## src/core/tmr8_pkg.sv

```systemverilog
package tmr8_pkg;

	// register bus geometry
	localparam int unsigned ADDR_W = 3;
	localparam int unsigned DATA_W = 8;

	// register offsets
	localparam logic [2:0] ADR_COUNT  = 3'h0;
	localparam logic [2:0] ADR_INTCTL = 3'h1;
	localparam logic [2:0] ADR_OPTION = 3'h2;
	localparam logic [2:0] ADR_STATUS = 3'h3;
	localparam logic [2:0] ADR_MASK   = 3'h4;

	// interrupt_control fields
	localparam int unsigned ICTL_EN_BIT   = 5;
	localparam int unsigned ICTL_FLAG_BIT = 2;

	// timer_option_config fields
	localparam int unsigned OPT_SRC_BIT  = 5;
	localparam int unsigned OPT_EDGE_BIT = 4;
	localparam int unsigned OPT_PSA_BIT  = 3;
	localparam int unsigned OPT_RATE_LSB = 0;
	localparam int unsigned OPT_RATE_W   = 3;

	// status and mask fields
	localparam int unsigned STAT_OVF_BIT = 0;

	// reset values
	localparam logic [7:0] COUNT_RST  = 8'h00;
	localparam logic [7:0] OPTION_RST = 8'hff;
	localparam logic [7:0] PRE_RST    = 8'h00;

	// counting constants
	localparam logic [7:0] COUNT_MAX      = 8'hff;
	localparam logic [1:0] INHIBIT_CYCLES = 2'h2;

	// quarter phases of one instruction cycle
	typedef enum logic [1:0] {
		PH_Q1 = 2'b00,
		PH_Q2 = 2'b01,
		PH_Q3 = 2'b10,
		PH_Q4 = 2'b11
	} tmr8_phase_type;

endpackage : tmr8_pkg

```

## src/core/tmr8_qsample.sv

```systemverilog
module tmr8_qsample (
	// clock and reset
	input  wire logic ref_clk,
	input  wire logic resetn,
	// phase enables
	input  wire logic q2_en,
	input  wire logic q4_en,
	// level to sample and resulting rising-edge pulse
	input  wire logic level_in,
	output logic      rise_pulse
);

	logic s_q2_r;
	logic s_q4_r;
	logic s_prev_r;
	logic pulse_r;
	logic s_q2_nxt;
	logic s_q4_nxt;
	logic s_prev_nxt;
	logic pulse_nxt;

	// sample on q2, resample on q4, edge taken from the q4 copy only
	always_comb begin
		s_q2_nxt   = s_q2_r;
		s_q4_nxt   = s_q4_r;
		s_prev_nxt = s_prev_r;
		pulse_nxt  = 1'b0;
		if (q2_en) begin
			s_q2_nxt = level_in;
		end
		if (q4_en) begin
			s_q4_nxt   = s_q2_r;
			s_prev_nxt = s_q4_r;
			pulse_nxt  = s_q4_r & ~s_prev_r;
		end
	end

	// registers
	always_ff @(posedge ref_clk or negedge resetn) begin
		if (!resetn) begin
			// after reset the falling-edge setting makes the idle level high; start there to avoid a false edge
			s_q2_r   <= 1'b1;
			s_q4_r   <= 1'b1;
			s_prev_r <= 1'b1;
			pulse_r  <= 1'b0;
		end else begin
			s_q2_r   <= s_q2_nxt;
			s_q4_r   <= s_q4_nxt;
			s_prev_r <= s_prev_nxt;
			pulse_r  <= pulse_nxt;
		end
	end

	assign rise_pulse = pulse_r;
endmodule : tmr8_qsample

```

## src/core/tmr8_timer.sv

```systemverilog
// Summary of operation
// - count wrap from ff to 00 sets overflow flag and requests interrupt
// - overflow flag sets on every wrap regardless of interrupt enable
// - flag is never cleared by hardware; software writes zero to clear
// - overflow request forwarded only while overflow interrupt enable is set
// - counter holds its value during sleep
// - no overflow, hence no wake, can occur while asleep
// - external count path sampled on quarters two and four
// - source select: 1 external pin transitions, 0 instruction cycle clock
// - edge select: 1 high-to-low, 0 low-to-high on external pin
// - prescaler assign: 1 watchdog, 0 timer
// - rate field: timer 1:2 to 1:256, watchdog 1:1 to 1:128
// - without prescaler, timer counts once per instruction cycle
// - count write blocks incrementing for the next two instruction cycles
// - count write clears prescaler while assigned to the timer
// - watchdog clear command clears prescaler while assigned to watchdog
//
// Added by the designer: the plain strobed port and the register offsets.
module tmr8_timer (
	// clock and reset
	input  wire logic       ref_clk,
	input  wire logic       resetn,
	// register port
	input  wire logic [2:0] reg_addr,
	input  wire logic [7:0] reg_wdata,
	input  wire logic       reg_wr,
	input  wire logic       reg_rd,
	output logic      [7:0] reg_rdata,
	// external count pin and power state
	input  wire logic       ext_count_pin,
	input  wire logic       sleep_mode,
	// watchdog side of the prescaler
	input  wire logic       watchdog_tick_in,
	input  wire logic       watchdog_clear_cmd,
	output logic            watchdog_prescaled,
	// interrupts
	output logic            overflow_irq,
	output logic            irq
);

	tmr8_pkg::tmr8_phase_type phase_r;
	tmr8_pkg::tmr8_phase_type phase_nxt;

	logic [7:0] count_r;
	logic [7:0] count_nxt;
	logic       flag_r;
	logic       flag_nxt;
	logic       ien_r;
	logic       ien_nxt;
	logic [7:0] option_r;
	logic [7:0] option_nxt;
	logic       stat_r;
	logic       stat_nxt;
	logic       mask_r;
	logic       mask_nxt;
	logic [7:0] pre_r;
	logic [7:0] pre_nxt;
	logic [1:0] inhibit_r;
	logic [1:0] inhibit_nxt;
	logic       pin_prev_r;
	logic       wd_pulse_r;
	logic       wd_pulse_nxt;
	logic [7:0] rdata_r;
	logic [7:0] rdata_nxt;

	logic       cyc_en;
	logic       q2_en;
	logic       q4_en;
	logic       src_ext;
	logic       edge_fall;
	logic       prescaler_assign;
	logic [2:0] rate;
	logic       pin_x;
	logic       pin_edge;
	logic       pre_evt;
	logic       pre_clr;
	logic [7:0] tmask;
	logic [7:0] wmask;
	logic       timer_carry;
	logic       wd_carry;
	logic       ext_level;
	logic       ext_tick;
	logic       tick;
	logic       overflow;
	logic       count_wr;
	logic       ictl_wr;

	// configuration fields
	assign src_ext   = option_r[tmr8_pkg::OPT_SRC_BIT];
	assign edge_fall = option_r[tmr8_pkg::OPT_EDGE_BIT];
	assign prescaler_assign       = option_r[tmr8_pkg::OPT_PSA_BIT];
	assign rate      = option_r[tmr8_pkg::OPT_RATE_LSB +: tmr8_pkg::OPT_RATE_W];
	assign count_wr  = reg_wr && (reg_addr == tmr8_pkg::ADR_COUNT);
	assign ictl_wr   = reg_wr && (reg_addr == tmr8_pkg::ADR_INTCTL);

	// quarter phase sequencer, one instruction cycle per four clocks
	always_comb begin
		case (phase_r)
			tmr8_pkg::PH_Q1: phase_nxt = tmr8_pkg::PH_Q2;
			tmr8_pkg::PH_Q2: phase_nxt = tmr8_pkg::PH_Q3;
			tmr8_pkg::PH_Q3: phase_nxt = tmr8_pkg::PH_Q4;
			tmr8_pkg::PH_Q4: phase_nxt = tmr8_pkg::PH_Q1;
			default:         phase_nxt = tmr8_pkg::PH_Q1;
		endcase
	end
	assign q2_en  = (phase_r == tmr8_pkg::PH_Q2);
	assign q4_en  = (phase_r == tmr8_pkg::PH_Q4);
	assign cyc_en = q4_en;

	// pin polarity and edge detection
	assign pin_x    = ext_count_pin ^ edge_fall;
	assign pin_edge = pin_x & ~pin_prev_r;

	// prescaler ratio masks: timer uses rate+1 bits, watchdog uses rate bits
	genvar gi;
	generate
		for (gi = 0; gi < 8; gi++) begin : g_mask
			assign tmask[gi] = (3'(gi) <= rate);
			assign wmask[gi] = (3'(gi) < rate);
		end
	endgenerate

	// shared prescaler routing
	always_comb begin
		if (prescaler_assign) begin
			pre_evt = watchdog_tick_in;
			pre_clr = watchdog_clear_cmd;
		end else begin
			pre_evt = ~sleep_mode & (src_ext ? pin_edge : cyc_en);
			pre_clr = count_wr;
		end
	end
	assign timer_carry = ~prescaler_assign & pre_evt & (&(pre_r | ~tmask));
	assign wd_carry    = prescaler_assign & pre_evt & (&(pre_r | ~wmask));
	assign ext_level   = prescaler_assign ? pin_x : pre_r[rate];

	// external path synchronised on the internal phases
	tmr8_qsample u_qsample (
		.ref_clk    (ref_clk),
		.resetn     (resetn),
		.q2_en      (q2_en),
		.q4_en      (q4_en),
		.level_in   (ext_level),
		.rise_pulse (ext_tick)
	);

	// count enable: frozen in sleep and during the post-write window
	always_comb begin
		tick = 1'b0;
		if (!sleep_mode && (inhibit_r == 2'h0)) begin
			if (src_ext) begin
				tick = ext_tick;
			end else if (prescaler_assign) begin
				tick = cyc_en;
			end else begin
				tick = timer_carry;
			end
		end
	end
	assign overflow = tick && (count_r == tmr8_pkg::COUNT_MAX);

	// counter, prescaler and write inhibit
	always_comb begin
		count_nxt   = count_r;
		pre_nxt     = pre_r;
		inhibit_nxt = inhibit_r;
		if (count_wr) begin
			count_nxt   = reg_wdata;
			inhibit_nxt = tmr8_pkg::INHIBIT_CYCLES;
		end else begin
			if (tick) begin
				count_nxt = count_r + 8'h01;
			end
			if (cyc_en && (inhibit_r != 2'h0)) begin
				inhibit_nxt = inhibit_r - 2'h1;
			end
		end
		if (pre_clr) begin
			pre_nxt = tmr8_pkg::PRE_RST;
		end else if (pre_evt) begin
			pre_nxt = pre_r + 8'h01;
		end
		wd_pulse_nxt = wd_carry & ~pre_clr;
	end

	// control, flag, status and mask registers
	always_comb begin
		flag_nxt   = flag_r;
		ien_nxt    = ien_r;
		option_nxt = option_r;
		stat_nxt   = stat_r;
		mask_nxt   = mask_r;
		if (ictl_wr) begin
			ien_nxt  = reg_wdata[tmr8_pkg::ICTL_EN_BIT];
			flag_nxt = reg_wdata[tmr8_pkg::ICTL_FLAG_BIT];
		end
		if (overflow) begin
			flag_nxt = 1'b1;
		end
		if (reg_wr && (reg_addr == tmr8_pkg::ADR_OPTION)) begin
			option_nxt = reg_wdata;
		end
		if (reg_wr && (reg_addr == tmr8_pkg::ADR_STATUS) && reg_wdata[tmr8_pkg::STAT_OVF_BIT]) begin
			stat_nxt = 1'b0;
		end
		if (overflow) begin
			stat_nxt = 1'b1;
		end
		if (reg_wr && (reg_addr == tmr8_pkg::ADR_MASK)) begin
			mask_nxt = reg_wdata[tmr8_pkg::STAT_OVF_BIT];
		end
	end

	// read data, valid in the cycle after the read strobe
	always_comb begin
		rdata_nxt = 8'h00;
		if (reg_rd) begin
			case (reg_addr)
				tmr8_pkg::ADR_COUNT: rdata_nxt = count_r;
				tmr8_pkg::ADR_INTCTL: begin
					rdata_nxt[tmr8_pkg::ICTL_EN_BIT]   = ien_r;
					rdata_nxt[tmr8_pkg::ICTL_FLAG_BIT] = flag_r;
				end
				tmr8_pkg::ADR_OPTION: rdata_nxt = option_r;
				tmr8_pkg::ADR_STATUS: rdata_nxt[tmr8_pkg::STAT_OVF_BIT] = stat_r;
				tmr8_pkg::ADR_MASK:   rdata_nxt[tmr8_pkg::STAT_OVF_BIT] = mask_r;
				default:              rdata_nxt = 8'h00;
			endcase
		end
	end

	// state registers
	always_ff @(posedge ref_clk or negedge resetn) begin
		if (!resetn) begin
			phase_r    <= tmr8_pkg::PH_Q1;
			count_r    <= tmr8_pkg::COUNT_RST;
			flag_r     <= 1'b0;
			ien_r      <= 1'b0;
			option_r   <= tmr8_pkg::OPTION_RST;
			stat_r     <= 1'b0;
			mask_r     <= 1'b0;
			pre_r      <= tmr8_pkg::PRE_RST;
			inhibit_r  <= 2'h0;
			pin_prev_r <= 1'b1; // idle level of the inverted pin under the reset option value
			wd_pulse_r <= 1'b0;
			rdata_r    <= 8'h00;
		end else begin
			phase_r    <= phase_nxt;
			count_r    <= count_nxt;
			flag_r     <= flag_nxt;
			ien_r      <= ien_nxt;
			option_r   <= option_nxt;
			stat_r     <= stat_nxt;
			mask_r     <= mask_nxt;
			pre_r      <= pre_nxt;
			inhibit_r  <= inhibit_nxt;
			pin_prev_r <= pin_x;
			wd_pulse_r <= wd_pulse_nxt;
			rdata_r    <= rdata_nxt;
		end
	end

	// outputs
	assign reg_rdata          = rdata_r;
	assign watchdog_prescaled = wd_pulse_r;
	assign overflow_irq       = flag_r & ien_r;
	assign irq                = stat_r & mask_r;
endmodule : tmr8_timer

```

## config.mk

```make
export PLATFORM = sky130hd
export DESIGN_NAME = tmr8_timer
export DESIGN_NICKNAME = d
export VERILOG_FILES = /design/src/core/tmr8_pkg.sv /design/src/core/tmr8_qsample.sv /design/src/core/tmr8_timer.sv
export SDC_FILE = /design/constraint.sdc
export NUM_CORES = 1
export LEC_CHECK = 0
export ABC_AREA = 0
export CAP_MARGIN = 20
export CORE_MARGIN = 2
export CORE_UTILIZATION = 28
export CTS_CLUSTER_DIAMETER = 120
export CTS_CLUSTER_SIZE = 16
export DETAILED_ROUTE_END_ITERATION = 16
export DONT_BUFFER_PORTS = 1
export HOLD_SLACK_MARGIN = 0.12
export PLACE_DENSITY_LB_ADDON = 0.15
export SLEW_MARGIN = 10
export SYNTH_ARGS = -nofsm -noshare
export SYNTH_HDL_FRONTEND = slang
export SYNTH_SLANG_ARGS = --single-unit
```

## constraint.sdc

```tcl
create_clock -name ref_clk -period 1.8 [get_ports ref_clk]
set_input_delay 0.18 -clock ref_clk [delete_from_list [all_inputs] [get_ports ref_clk]]
set_output_delay 0.18 -clock ref_clk [all_outputs]
set_load 0.01 [all_outputs]
```

==> flow_metrics.py, run 1 <==
metrics = {
    "run_status": {
        "status": "finished, violations left",
        "violations": "setup timing",
    },
    "floorplanning": {
        "dieArea_um2": 9663,
        "core_um2": 8678,
        "initial_core_util_pct": 28.69,
        "ioPinCount": 30,
        "num_rows": 34,
        "die_w_um": 98.30,
        "fp.dieH_um": 98.30,
    },
    "logic_synthesis": {
        "synth-simple-area-share_pct": 19.90,
        "synth.area.mux_share_pct": 11.61,
        "synthTopCellsByArea": "dfrtp_1 34%, dfstp_2 13%, mux2_2 5.0%, mux2i_1 4.8%, ha_1 3.5%",
        "ys_warn_count": 0,
        "yosysSeqAreaShare_pct": 46.83,
        "synth-compound-area-share_pct": 12.96,
        "ys.flop_type": "dfrtp_1",
        "syn_avg_cell_area_um2": 10.00,
        "ys_ff_latch": 46,
        "synth_top_cell_area_share_pct": 34.17,
        "synth_top_area_cell": "dfrtp_1",
        "synth-xor-area-share_pct": 1.357,
        "async_flop_share_pct": 100.0,
        "synth_nets": 275,
        "synth_top_family_by_area": "simple AND/OR/NAND/NOR gates",
        "ys_types": 48,
        "synthAdderAreaFrac_pct": 3.518,
        "synthesis.area_um2": 2490,
        "synth-edff-count": 0,
        "synthCells": 249,
    },
    "route": {
        "ant_nets": 0,
        "detail_route.wl_per_cell_um": 15.91,
        "drtIter0Drc": 62,
        "via_count": 2040,
        "drc": 0,
        "viasPerCell": 5.050,
        "firstDrtPassIters": 4,
        "wl_um": 6426,
    },
    "grt": {
        "grt-busiest-layer": "met2",
        "antenna_found_initial": 0,
        "grt_pass1_vias": 2074,
        "grt_max_degree": 47,
        "use_met3_pct": 2.863,
        "overflow": 0,
        "met2_usage_pct": 21.66,
        "grt_pass1_wl_um": 10730,
        "met1_usage_pct": 19.58,
        "track_usage_pct": 13.86,
    },
    "placement": {
        "place.gp.congestion": 0.7749,
        "pre_cts_ws_ns": -0.09675,
        "io_buffers": 0,
        "place_hpwl_um": 4475,
    },
    "finish": {
        "layout-drive-gt1-share_pct": 29.39,
        "n_antenna_cell": 0,
        "ff_latch_area_um2": 1166,
        "area_growth_pct": 29.70,
        "fin_nets": 321,
        "layout_commonest_cell": "dfrtp_1",
        "fill_cells": 914,
        "final_util_pct": 37.21,
        "final_cell_mix": "34 x dfrtp_1, 29 x buf_4, 21 x nand2_1",
        "multiInputGateArea_um2": 1334,
    },
    "sta": {
        "skew_ns": 0.009102,
        "worstMarginPinSlew_ns": 0.8650,
        "setup_viol": 7,
        "hold_viol": 0,
        "drv_slew": 0,
        "fin_ws_ns": -0.1024,
        "finalCritPeriodShare_pct": 105.7,
        "fmax_ghz": 0.5257,
        "hold-worst-slack_ns": 0.1356,
        "slew_headroom_pct": 41.95,
        "timing.final.crit_period_ns": 1.902,
        "rsz0062_at_grt": "true",
    },
    "clocking": {
        "cts_made_buffers": 5,
        "cts_sinks": 46,
        "cts_tree": "done",
        "cts_buffer_depth": 2,
        "cts_max_level": 2,
        "clkTransAtPathRegs_ns": 0.09,
        "clk_latency_ns": 0.30,
        "cts_root_buf": "clkbuf_8",
    },
    "setup_path": {
        "cp_slowest_cell": "dfstp_2",
        "arrival_ns": 2.13,
        "crit_chain": "xor2_2, a31oi_1, o31a_1, buf_6, or3_1, a21oi_2",
        "worstSetupStartpointType": "flip-flop",
        "required_ns": 2.03,
        "startpoint": "option_r[4]",
        "worst_r2r_path_depth": 6,
        "crit_type": "flip-flop to flip-flop",
        "r2r_slack_ns": -0.10,
        "cp_top_family": "compound AO/OA/AOI/OAI gates",
        "cp-end-kind": "flip-flop",
        "path_buf_inv": 1,
        "cp_slowest_stage_delay_ns": 0.56,
        "reg2reg_to": "pre_r[4]",
        "crit_fanout": 7,
        "reg2reg_from": "option_r[4]",
    },
    "power_and_ir_drop": {
        "switching_share_pct": 32.83,
        "p_leak_nw": 1.342,
        "p_clk_share_pct": 22.3,
        "p_int_mw": 2.061,
        "ir_drop_uv": 381.9,
        "p_per_area_nw_per_um2": 950.3,
        "seqPwrFrac_pct": 47.0,
        "pwr-share-comb_pct": 30.7,
        "power.switching_mw": 1.008,
    },
    "min_path": {
        "hold_path.class": "input pin to flip-flop",
        "whs_path_depth": 3,
        "hp-start": "reg_addr[0]",
        "hold_path_end": "reg_rdata[5]",
    },
    "run": {
        "drv_cap": 0,
    },
}
[worst max-delay path by stage]
stage,to,slack [ns],cells past startpoint
after floorplan,count_r[3],0.003,6
after global placement,count_r[3],-0.06,7
after detailed placement,count_r[3],-0.1,7
after CTS,pre_r[5],-0.08,5
after global routing,pre_r[4],-0.22,6
final,pre_r[4],-0.10,6
[power by group through the flow]
stage | clock network [mW] | logic [mW] | registers (mW)
2_1_floorplan | 0 | 0.561 | 1.42
3_3_place_gp | 0 | 0.807 | 1.46
3_5_place_dp | 0 | 0.816 | 1.46
4_1_cts | 0.703 | 0.901 | 1.44
5_1_grt | 0.752 | 1.05 | 1.48
6_report | 0.684 | 0.944 | 1.44
[per-stage QoR]
stage	std cells	TNS [ns]	total power [mW]	area [um2]
final	404	-0.3565	3.069	3229
after global routing	404	-1.852	3.280	3229
after CTS	399	-0.2874	3.047	3094
after global placement	371	-0.3354	2.269	2766
after floorplan	249	0	1.979	2490
after detailed placement	371	-0.6015	2.279	2766
[Yosys cell counts (all sizes together), types with 2 or more instances]
library cell / count
nor2b: 4
mux2i: 12
nand2b: 2
inv: 11
dfrtp: 34
ha: 7
nor2: 17
nor4bb: 2
nand4: 4
nand2: 21
buf: 6
clkbuf: 6
a31oi: 5
nand3b: 3
and2: 3
dfstp: 12
a21oi: 16
o211ai: 5
mux4: 2
xnor2: 2
and3: 2
or3: 5
or2: 2
or4: 4
nor3b: 2
o21ai: 14
o31ai: 3
nor3: 4
nand3: 13
mux2: 11
[registers in the layout, indices dropped and copies added (netlist names)]
signal                count
count_r                   8
option_r                  8
pre_r                     8
reg_rdata                 8
inhibit_r                 2
phase_r                   2
flag_r                    1
ien_r                     1
mask_r                    1
pin_prev_r                1
stat_r                    1
u_qsample.rise_pulse      1
u_qsample.s_prev_r        1
u_qsample.s_q2_r          1
u_qsample.s_q4_r          1
watchdog_prescaled        1
[layout make-up]
type / instances / share of cell area (%)
Clock buffer: 7 / 2.673
Tap cell: 108 / 4.184
Multi-Input combinational cell: 180 / 41.30
Clock inverter: 1 / 0.1550
Inverter: 11 / 1.279
Timing Repair Buffer: 51 / 14.30
Sequential cell: 46 / 36.11
[worst register-to-register path, cell delays in order (launching register included)]
cell and delay [ns]:
dfstp_2 0.56, xor2_2 0.16, a31oi_1 0.10, o31a_1 0.39
buf_6 0.16, or3_1 0.36, a21oi_2 0.12
[cells by family after synthesis]
family,count (synthesis)
mux,25
flops,46
simple gates,92
xor+xnor,3
fa+ha+maj,7
buf+inv,23
compound gates,53
[routing by layer]
metal	up-vias	part of all wire, %
met2	33	46
li1	989	-
met4	0	1.5
met3	9	3.1
met1	1009	49
met5	-	0
[repair_timing]
action,4_1_cts,5_1_grt
hold buffers,17,0
hold endpoints to repair,76,0
pin swaps,8,14
gates resized for setup,5,20
endpoints found under the setup margin,13,16
setup buffers,3,5
(Power assumes the default switching activity.)
==> run 2, diff against run 1 <==
--- a/config.mk
+++ b/config.mk
@@ -7,6 +7,7 @@
 export LEC_CHECK = 0
 export ABC_AREA = 0
 export CAP_MARGIN = 20
+export CORE_ASPECT_RATIO = 1.75
 export CORE_MARGIN = 2
 export CORE_UTILIZATION = 28
 export CTS_CLUSTER_DIAMETER = 120
==> run 2 against run 1 <==
Net effect:
- the flow still finishes with violations (setup timing)
- highest routed layer unchanged
- via count up 2.3%
- critical endpoint unchanged
- clock power is 62% higher
- maximum frequency grew 1.8%
- largest cell class unchanged
- hold slack lost 0.0042 ns
- critical path depth unchanged
- die area rose by 0.31%
- global-route usage up 2.0 points
- combinational power up 10%
- utilization up 2.3 points
==> flow_metrics.py, run 2 (synthesized netlist as in run 1, its figures left out) <==
metrics = {
    "run_status": {
        "status": "finished, violations left",
        "violations": "setup timing",
    },
    "grt": {
        "track_usage_pct": 15.87,
        "overflow": 0,
        "grt_pass1_wl_um": 11270,
        "antenna_found_initial": 0,
        "grt_max_degree": 47,
        "grt_pass1_vias": 2189,
    },
    "power_and_ir_drop": {
        "p_leak_nw": 1.434,
        "switching_share_pct": 30.59,
        "power.switching_mw": 1.107,
        "p_per_area_nw_per_um2": 1058,
        "p_clk_share_pct": 30.6,
        "total_power_mw": 3.619,
        "pwr-share-comb_pct": 28.8,
        "p_int_mw": 2.512,
        "seqPwrFrac_pct": 40.6,
        "ir_drop_uv": 407.6,
    },
    "placement": {
        "pre_cts_ws_ns": -0.1236,
        "io_buffers": 0,
        "place_hpwl_um": 5060,
        "place.gp.congestion": 0.7886,
        "placed_area_um2": 2830,
        "place_inst": 387,
    },
    "route": {
        "detail_route.wl_per_cell_um": 16.71,
        "drtIter0Drc": 62,
        "drc": 0,
        "viasPerCell": 4.955,
        "wl_um": 7034,
        "ant_nets": 0,
        "via_count": 2086,
        "firstDrtPassIters": 4,
    },
    "floorplanning": {
        "dieArea_um2": 9693,
        "num_rows": 45,
        "die_w_um": 75.29,
        "ioPinCount": 30,
        "core_um2": 8671,
        "initial_core_util_pct": 28.72,
        "fp.dieH_um": 128.7,
    },
    "finish": {
        "layout-drive-gt1-share_pct": 34.87,
        "layout_commonest_cell": "buf_4",
        "fin_nets": 329,
        "n_antenna_cell": 0,
        "fin_area_um2": 3422,
        "area_growth_pct": 37.44,
        "final_util_pct": 39.47,
        "final_cell_mix": "36 x buf_4, 34 x dfrtp_1, 20 x nand2_1",
        "stdcell_count": 421,
    },
    "sta": {
        "timing.final.crit_period_ns": 1.868,
        "hold_viol": 0,
        "hold-worst-slack_ns": 0.1314,
        "finalCritPeriodShare_pct": 103.8,
        "skew_ns": 0.007014,
        "slew_headroom_pct": 67.12,
        "fin_ws_ns": -0.06824,
        "setup_viol": 6,
        "worstMarginPinSlew_ns": 0.4866,
        "drv_slew": 0,
        "fmax_ghz": 0.5353,
        "setup-tns-final_ns": -0.2421,
        "rsz0062_at_grt": "true",
    },
    "min_path": {
        "hold_path.class": "input pin to flip-flop",
    },
    "run": {
        "drv_cap": 0,
    },
    "setup_path": {
        "cp-end-kind": "flip-flop",
        "arrival_ns": 2.09,
        "worstSetupStartpointType": "flip-flop",
        "crit_fanout": 5,
        "required_ns": 2.02,
        "crit_type": "flip-flop to flip-flop",
    },
    "clocking": {
        "cts_sinks": 46,
        "cts_buffer_depth": 2,
        "clk_latency_ns": 0.30,
        "cts_made_buffers": 5,
        "cts_tree": "done",
        "clkTransAtPathRegs_ns": 0.07,
        "cts_root_buf": "clkbuf_16",
        "cts_max_level": 2,
    },
}
run 2: timing repair:
item / in CTS / in global routing
pin swaps: 21 / 14
endpoints found under the hold margin: 75 / 0
hold buffers: 17 / 0
buffers inserted: 7 / 2
setup endpoints to repair: 15 / 19
gates cloned: 1 / 0
resized for setup: 14 / 26
run 2: area by class of cell:
cell class                      instances  area (um2)
Timing Repair Buffer                   58       514.2
Clock buffer                            7       142.6
Clock inverter                          1       30.03
Sequential cell                        46        1166
Fill cell                             897        5249
Inverter                               11       41.29
Multi-Input combinational cell        181        1381
Tap cell                              117       146.4
run 2: power by group through the flow:
stage	clock, mW	combinational [mW]	sequential (mW)
6_report	1.11	1.04	1.47
5_1_grt	1.17	1.16	1.50
4_1_cts	1.13	0.963	1.46
3_5_place_dp	0	0.825	1.47
3_3_place_gp	0	0.816	1.47
2_1_floorplan	0	0.561	1.42
run 2: final timing paths:
kind / start / end / slack (ns) / cells after the start
min: reg_addr[0] / reg_rdata[5] / 0.13 / 3
max: option_r[4] / pre_r[4] / -0.07 / 6
max reg2reg: option_r[4] / pre_r[4] / -0.07 / 6
min in group asynchronous: resetn / reg_rdata[0] / 0.40 / 2
min reg2reg: u_qsample.s_prev_r / u_qsample.s_prev_r / 0.49 / 2
max in group asynchronous: resetn / u_qsample.s_prev_r / 1.12 / 2
run 2: layer usage:
layer / vias to the layer above / global-route usage, % / wire length, um
met4: 0 / 6.192 / 158
met3: 10 / 2.349 / 166
met5: - / 0 / 0
li1: 1009 / - / -
met1: 1033 / 16.52 / 2590
met2: 34 / 30.28 / 4119
run 2: worst max-delay path, stage by stage (launching register included):
cell,delay [ns]
dfstp_2,0.55
xor2_2,0.16
a31oi_2,0.11
buf_4,0.15
o31a_1,0.31
or3_1,0.38
a21oi_1,0.14
==> run 3, diff against run 2 <==
--- a/config.mk
+++ b/config.mk
@@ -10,12 +10,14 @@
 export CORE_ASPECT_RATIO = 1.75
 export CORE_MARGIN = 2
 export CORE_UTILIZATION = 28
+export CTS_BUF_LIST = sky130_fd_sc_hd__clkbuf_2 sky130_fd_sc_hd__clkbuf_4 sky130_fd_sc_hd__clkbuf_8
 export CTS_CLUSTER_DIAMETER = 120
 export CTS_CLUSTER_SIZE = 16
 export DETAILED_ROUTE_END_ITERATION = 16
 export DONT_BUFFER_PORTS = 1
 export HOLD_SLACK_MARGIN = 0.12
 export PLACE_DENSITY_LB_ADDON = 0.15
+export SETUP_SLACK_MARGIN = 0.5
 export SLEW_MARGIN = 10
 export SYNTH_ARGS = -nofsm -noshare
 export SYNTH_HDL_FRONTEND = slang
==> constraint.sdc (replaced) <==
create_clock -name ref_clk -period 2.1 [get_ports ref_clk]
set_input_delay 0.21 -clock ref_clk [delete_from_list [all_inputs] [get_ports ref_clk]]
set_output_delay 0.21 -clock ref_clk [all_outputs]
set_load 0.01 [all_outputs]
==> run 3 against run 2 <==
Net effect:
- the flow now finishes without violations
- combinational power down 22%
- register-to-register slack gained 0.32 ns
- non-clock buffer count shrank 18
- clock skew increased by 0.013 ns
- global-route usage is 0.80 points lower
- hold slack improved by 0.011 ns
- die area unchanged
- clock power decreased by 47%
- critical path type unchanged
- critical endpoint unchanged
- highest routed layer unchanged
==> flow_metrics.py, run 3 (synthesized netlist as in run 1, its figures left out) <==
metrics = {
    "floorplanning": {
        "num_rows": 45,
        "core_um2": 8671,
        "die_w_um": 75.29,
        "fp.dieH_um": 128.7,
        "dieArea_um2": 9693,
        "initial_core_util_pct": 28.72,
        "ioPinCount": 30,
    },
    "power_and_ir_drop": {
        "ir_drop_uv": 360.4,
        "seqPwrFrac_pct": 48.2,
        "p_per_area_nw_per_um2": 840.3,
        "pwr-share-comb_pct": 29.9,
        "p_int_mw": 1.762,
        "p_leak_nw": 1.315,
        "p_clk_share_pct": 21.9,
        "power.switching_mw": 0.9455,
        "switching_share_pct": 34.93,
    },
    "finish": {
        "stdcell_count": 403,
        "fin_nets": 311,
        "layout-drive-gt1-share_pct": 30.77,
        "layout_commonest_cell": "dfrtp_1",
        "fill_cells": 914,
        "final_util_pct": 37.16,
        "area_growth_pct": 29.40,
        "final_cell_mix": "33 x dfrtp_1, 21 x buf_4, 20 x nand2_1",
        "n_antenna_cell": 0,
    },
    "route": {
        "dr.max_layer_used": "met4",
        "drc": 0,
        "via_count": 2060,
        "drtIter0Drc": 59,
        "firstDrtPassIters": 5,
        "wl_met1_um": 2592,
        "viasPerCell": 5.112,
        "wl_met3_um": 218,
        "detail_route.wl_per_cell_um": 17.13,
        "wl_um": 6904,
        "ant_nets": 0,
        "wl_met2_um": 3785,
    },
    "sta": {
        "hold-worst-slack_ns": 0.1423,
        "hold_viol": 0,
        "rsz0062_at_grt": "true",
        "slew_headroom_pct": 54.09,
        "finalCritPeriodShare_pct": 87.79,
        "setup_viol": 0,
        "worstMarginPinSlew_ns": 0.6840,
        "setup-tns-final_ns": 0,
        "fmax_ghz": 0.5424,
        "timing.final.crit_period_ns": 1.844,
        "skew_ns": 0.01970,
        "drv_slew": 0,
        "fin_ws_ns": 0.2564,
    },
    "min_path": {
        "whs_path_depth": 2,
        "hold_path.class": "input pin to flip-flop",
        "hp-start": "reg_addr[0]",
        "hold_path_end": "reg_rdata[0]",
    },
    "setup_path": {
        "r2r_slack_ns": 0.26,
        "cp_slowest_cell": "dfstp_2",
        "crit_fanout": 6,
        "path_buf_inv": 1,
        "crit_chain": "xor2_2, a31oi_1, o31a_1, buf_4, or3_1, a21oi_2",
        "arrival_ns": 2.08,
        "worst_r2r_path_depth": 6,
        "cp_top_family": "flip-flops",
        "reg2reg_to": "pre_r[4]",
        "required_ns": 2.34,
        "reg2reg_from": "option_r[4]",
        "worstSetupStartpointType": "flip-flop",
        "cp_slowest_stage_delay_ns": 0.57,
        "cp-end-kind": "flip-flop",
        "crit_type": "flip-flop to flip-flop",
    },
    "placement": {
        "place_inst": 358,
        "place.gp.congestion": 0.7781,
        "io_buffers": 0,
        "pre_cts_ws_ns": 0.2243,
        "place_hpwl_um": 4704,
    },
    "grt": {
        "antenna_found_initial": 0,
        "overflow": 0,
        "grt_pass1_vias": 2119,
        "grt_pass1_wl_um": 10800,
        "grt_max_degree": 47,
        "track_usage_pct": 15.06,
    },
    "clocking": {
        "clk_latency_ns": 0.32,
        "cts_buffer_depth": 2,
        "cts_sinks": 46,
        "clkTransAtPathRegs_ns": 0.11,
        "cts_made_buffers": 5,
        "cts_root_buf": "clkbuf_8",
        "cts_max_level": 2,
        "cts_tree": "done",
    },
    "run": {
        "drv_cap": 0,
    },
    "run_status": {
        "status": "finished clean",
    },
}
[run 3: changes by cell type in the layout (fill, tap and decap cells not counted), moves of 2 or more]
cell and delta:
clkbuf_8 +4, a21oi_1 +4, o21ai_0 -2, ha_2 -2
inv_6 +2, ha_4 +2, dlygate4sd3_1 -2, a21oi_2 -5
clkbuf_16 -5, o31ai_1 +2, buf_4 -15, o21ai_1 +2
o31ai_2 -2
[run 3: repair_timing]
item | CTS | global route
gates resized for setup | 2 | 30
hold buffers | 15 | 0
setup buffers | 13 | 8
pin swaps | 10 | 16
cloned | 0 | 1
hold endpoints to repair | 75 | 0
setup endpoints to repair | 19 | 20
[run 3: per-layer routing]
metal  GRT usage (%)  vias to the layer above
met5               0                        -
met4           7.740                        0
met3           2.741                       19
met2           26.91                       38
met1           16.25                     1032
li1                -                      971
[run 3: power groups by stage]
stage	clock (mW)	combinational [mW]	sequential, mW
global placement	0	0.553	1.32
detailed placement	0	0.563	1.33
finish	0.593	0.810	1.30
global route	0.651	0.906	1.34
floorplan	0	0.533	1.22
CTS	0.617	0.710	1.30
[run 3: final cells by class]
class	instances	area [um2]	area share, %
Timing Repair Buffer	40	370.4	11.50
Clock buffer	5	68.82	2.136
Tap cell	117	146.4	4.544
Clock inverter	3	22.52	0.6990
Inverter	11	41.29	1.282
Multi-Input combinational cell	181	1405	43.61
Sequential cell	46	1167	36.23
[run 3: worst max path at each step]
stage                      from  endpoint  cells past startpoint
floorplan           option_r[4]  pre_r[5]                      5
detailed placement  option_r[4]  pre_r[5]                      5
finish              option_r[4]  pre_r[4]                      6
global placement    option_r[4]  pre_r[7]                      5
global route        option_r[4]  pre_r[3]                      6
CTS                 option_r[4]  pre_r[3]                      6
[run 3: through the flow]
stage | area, um2 | power, mW
global placement | 2650 | 1.877
finish | 3222 | 2.707
global route | 3222 | 2.894
CTS | 3020 | 2.623
detailed placement | 2650 | 1.892
floorplan | 2541 | 1.754
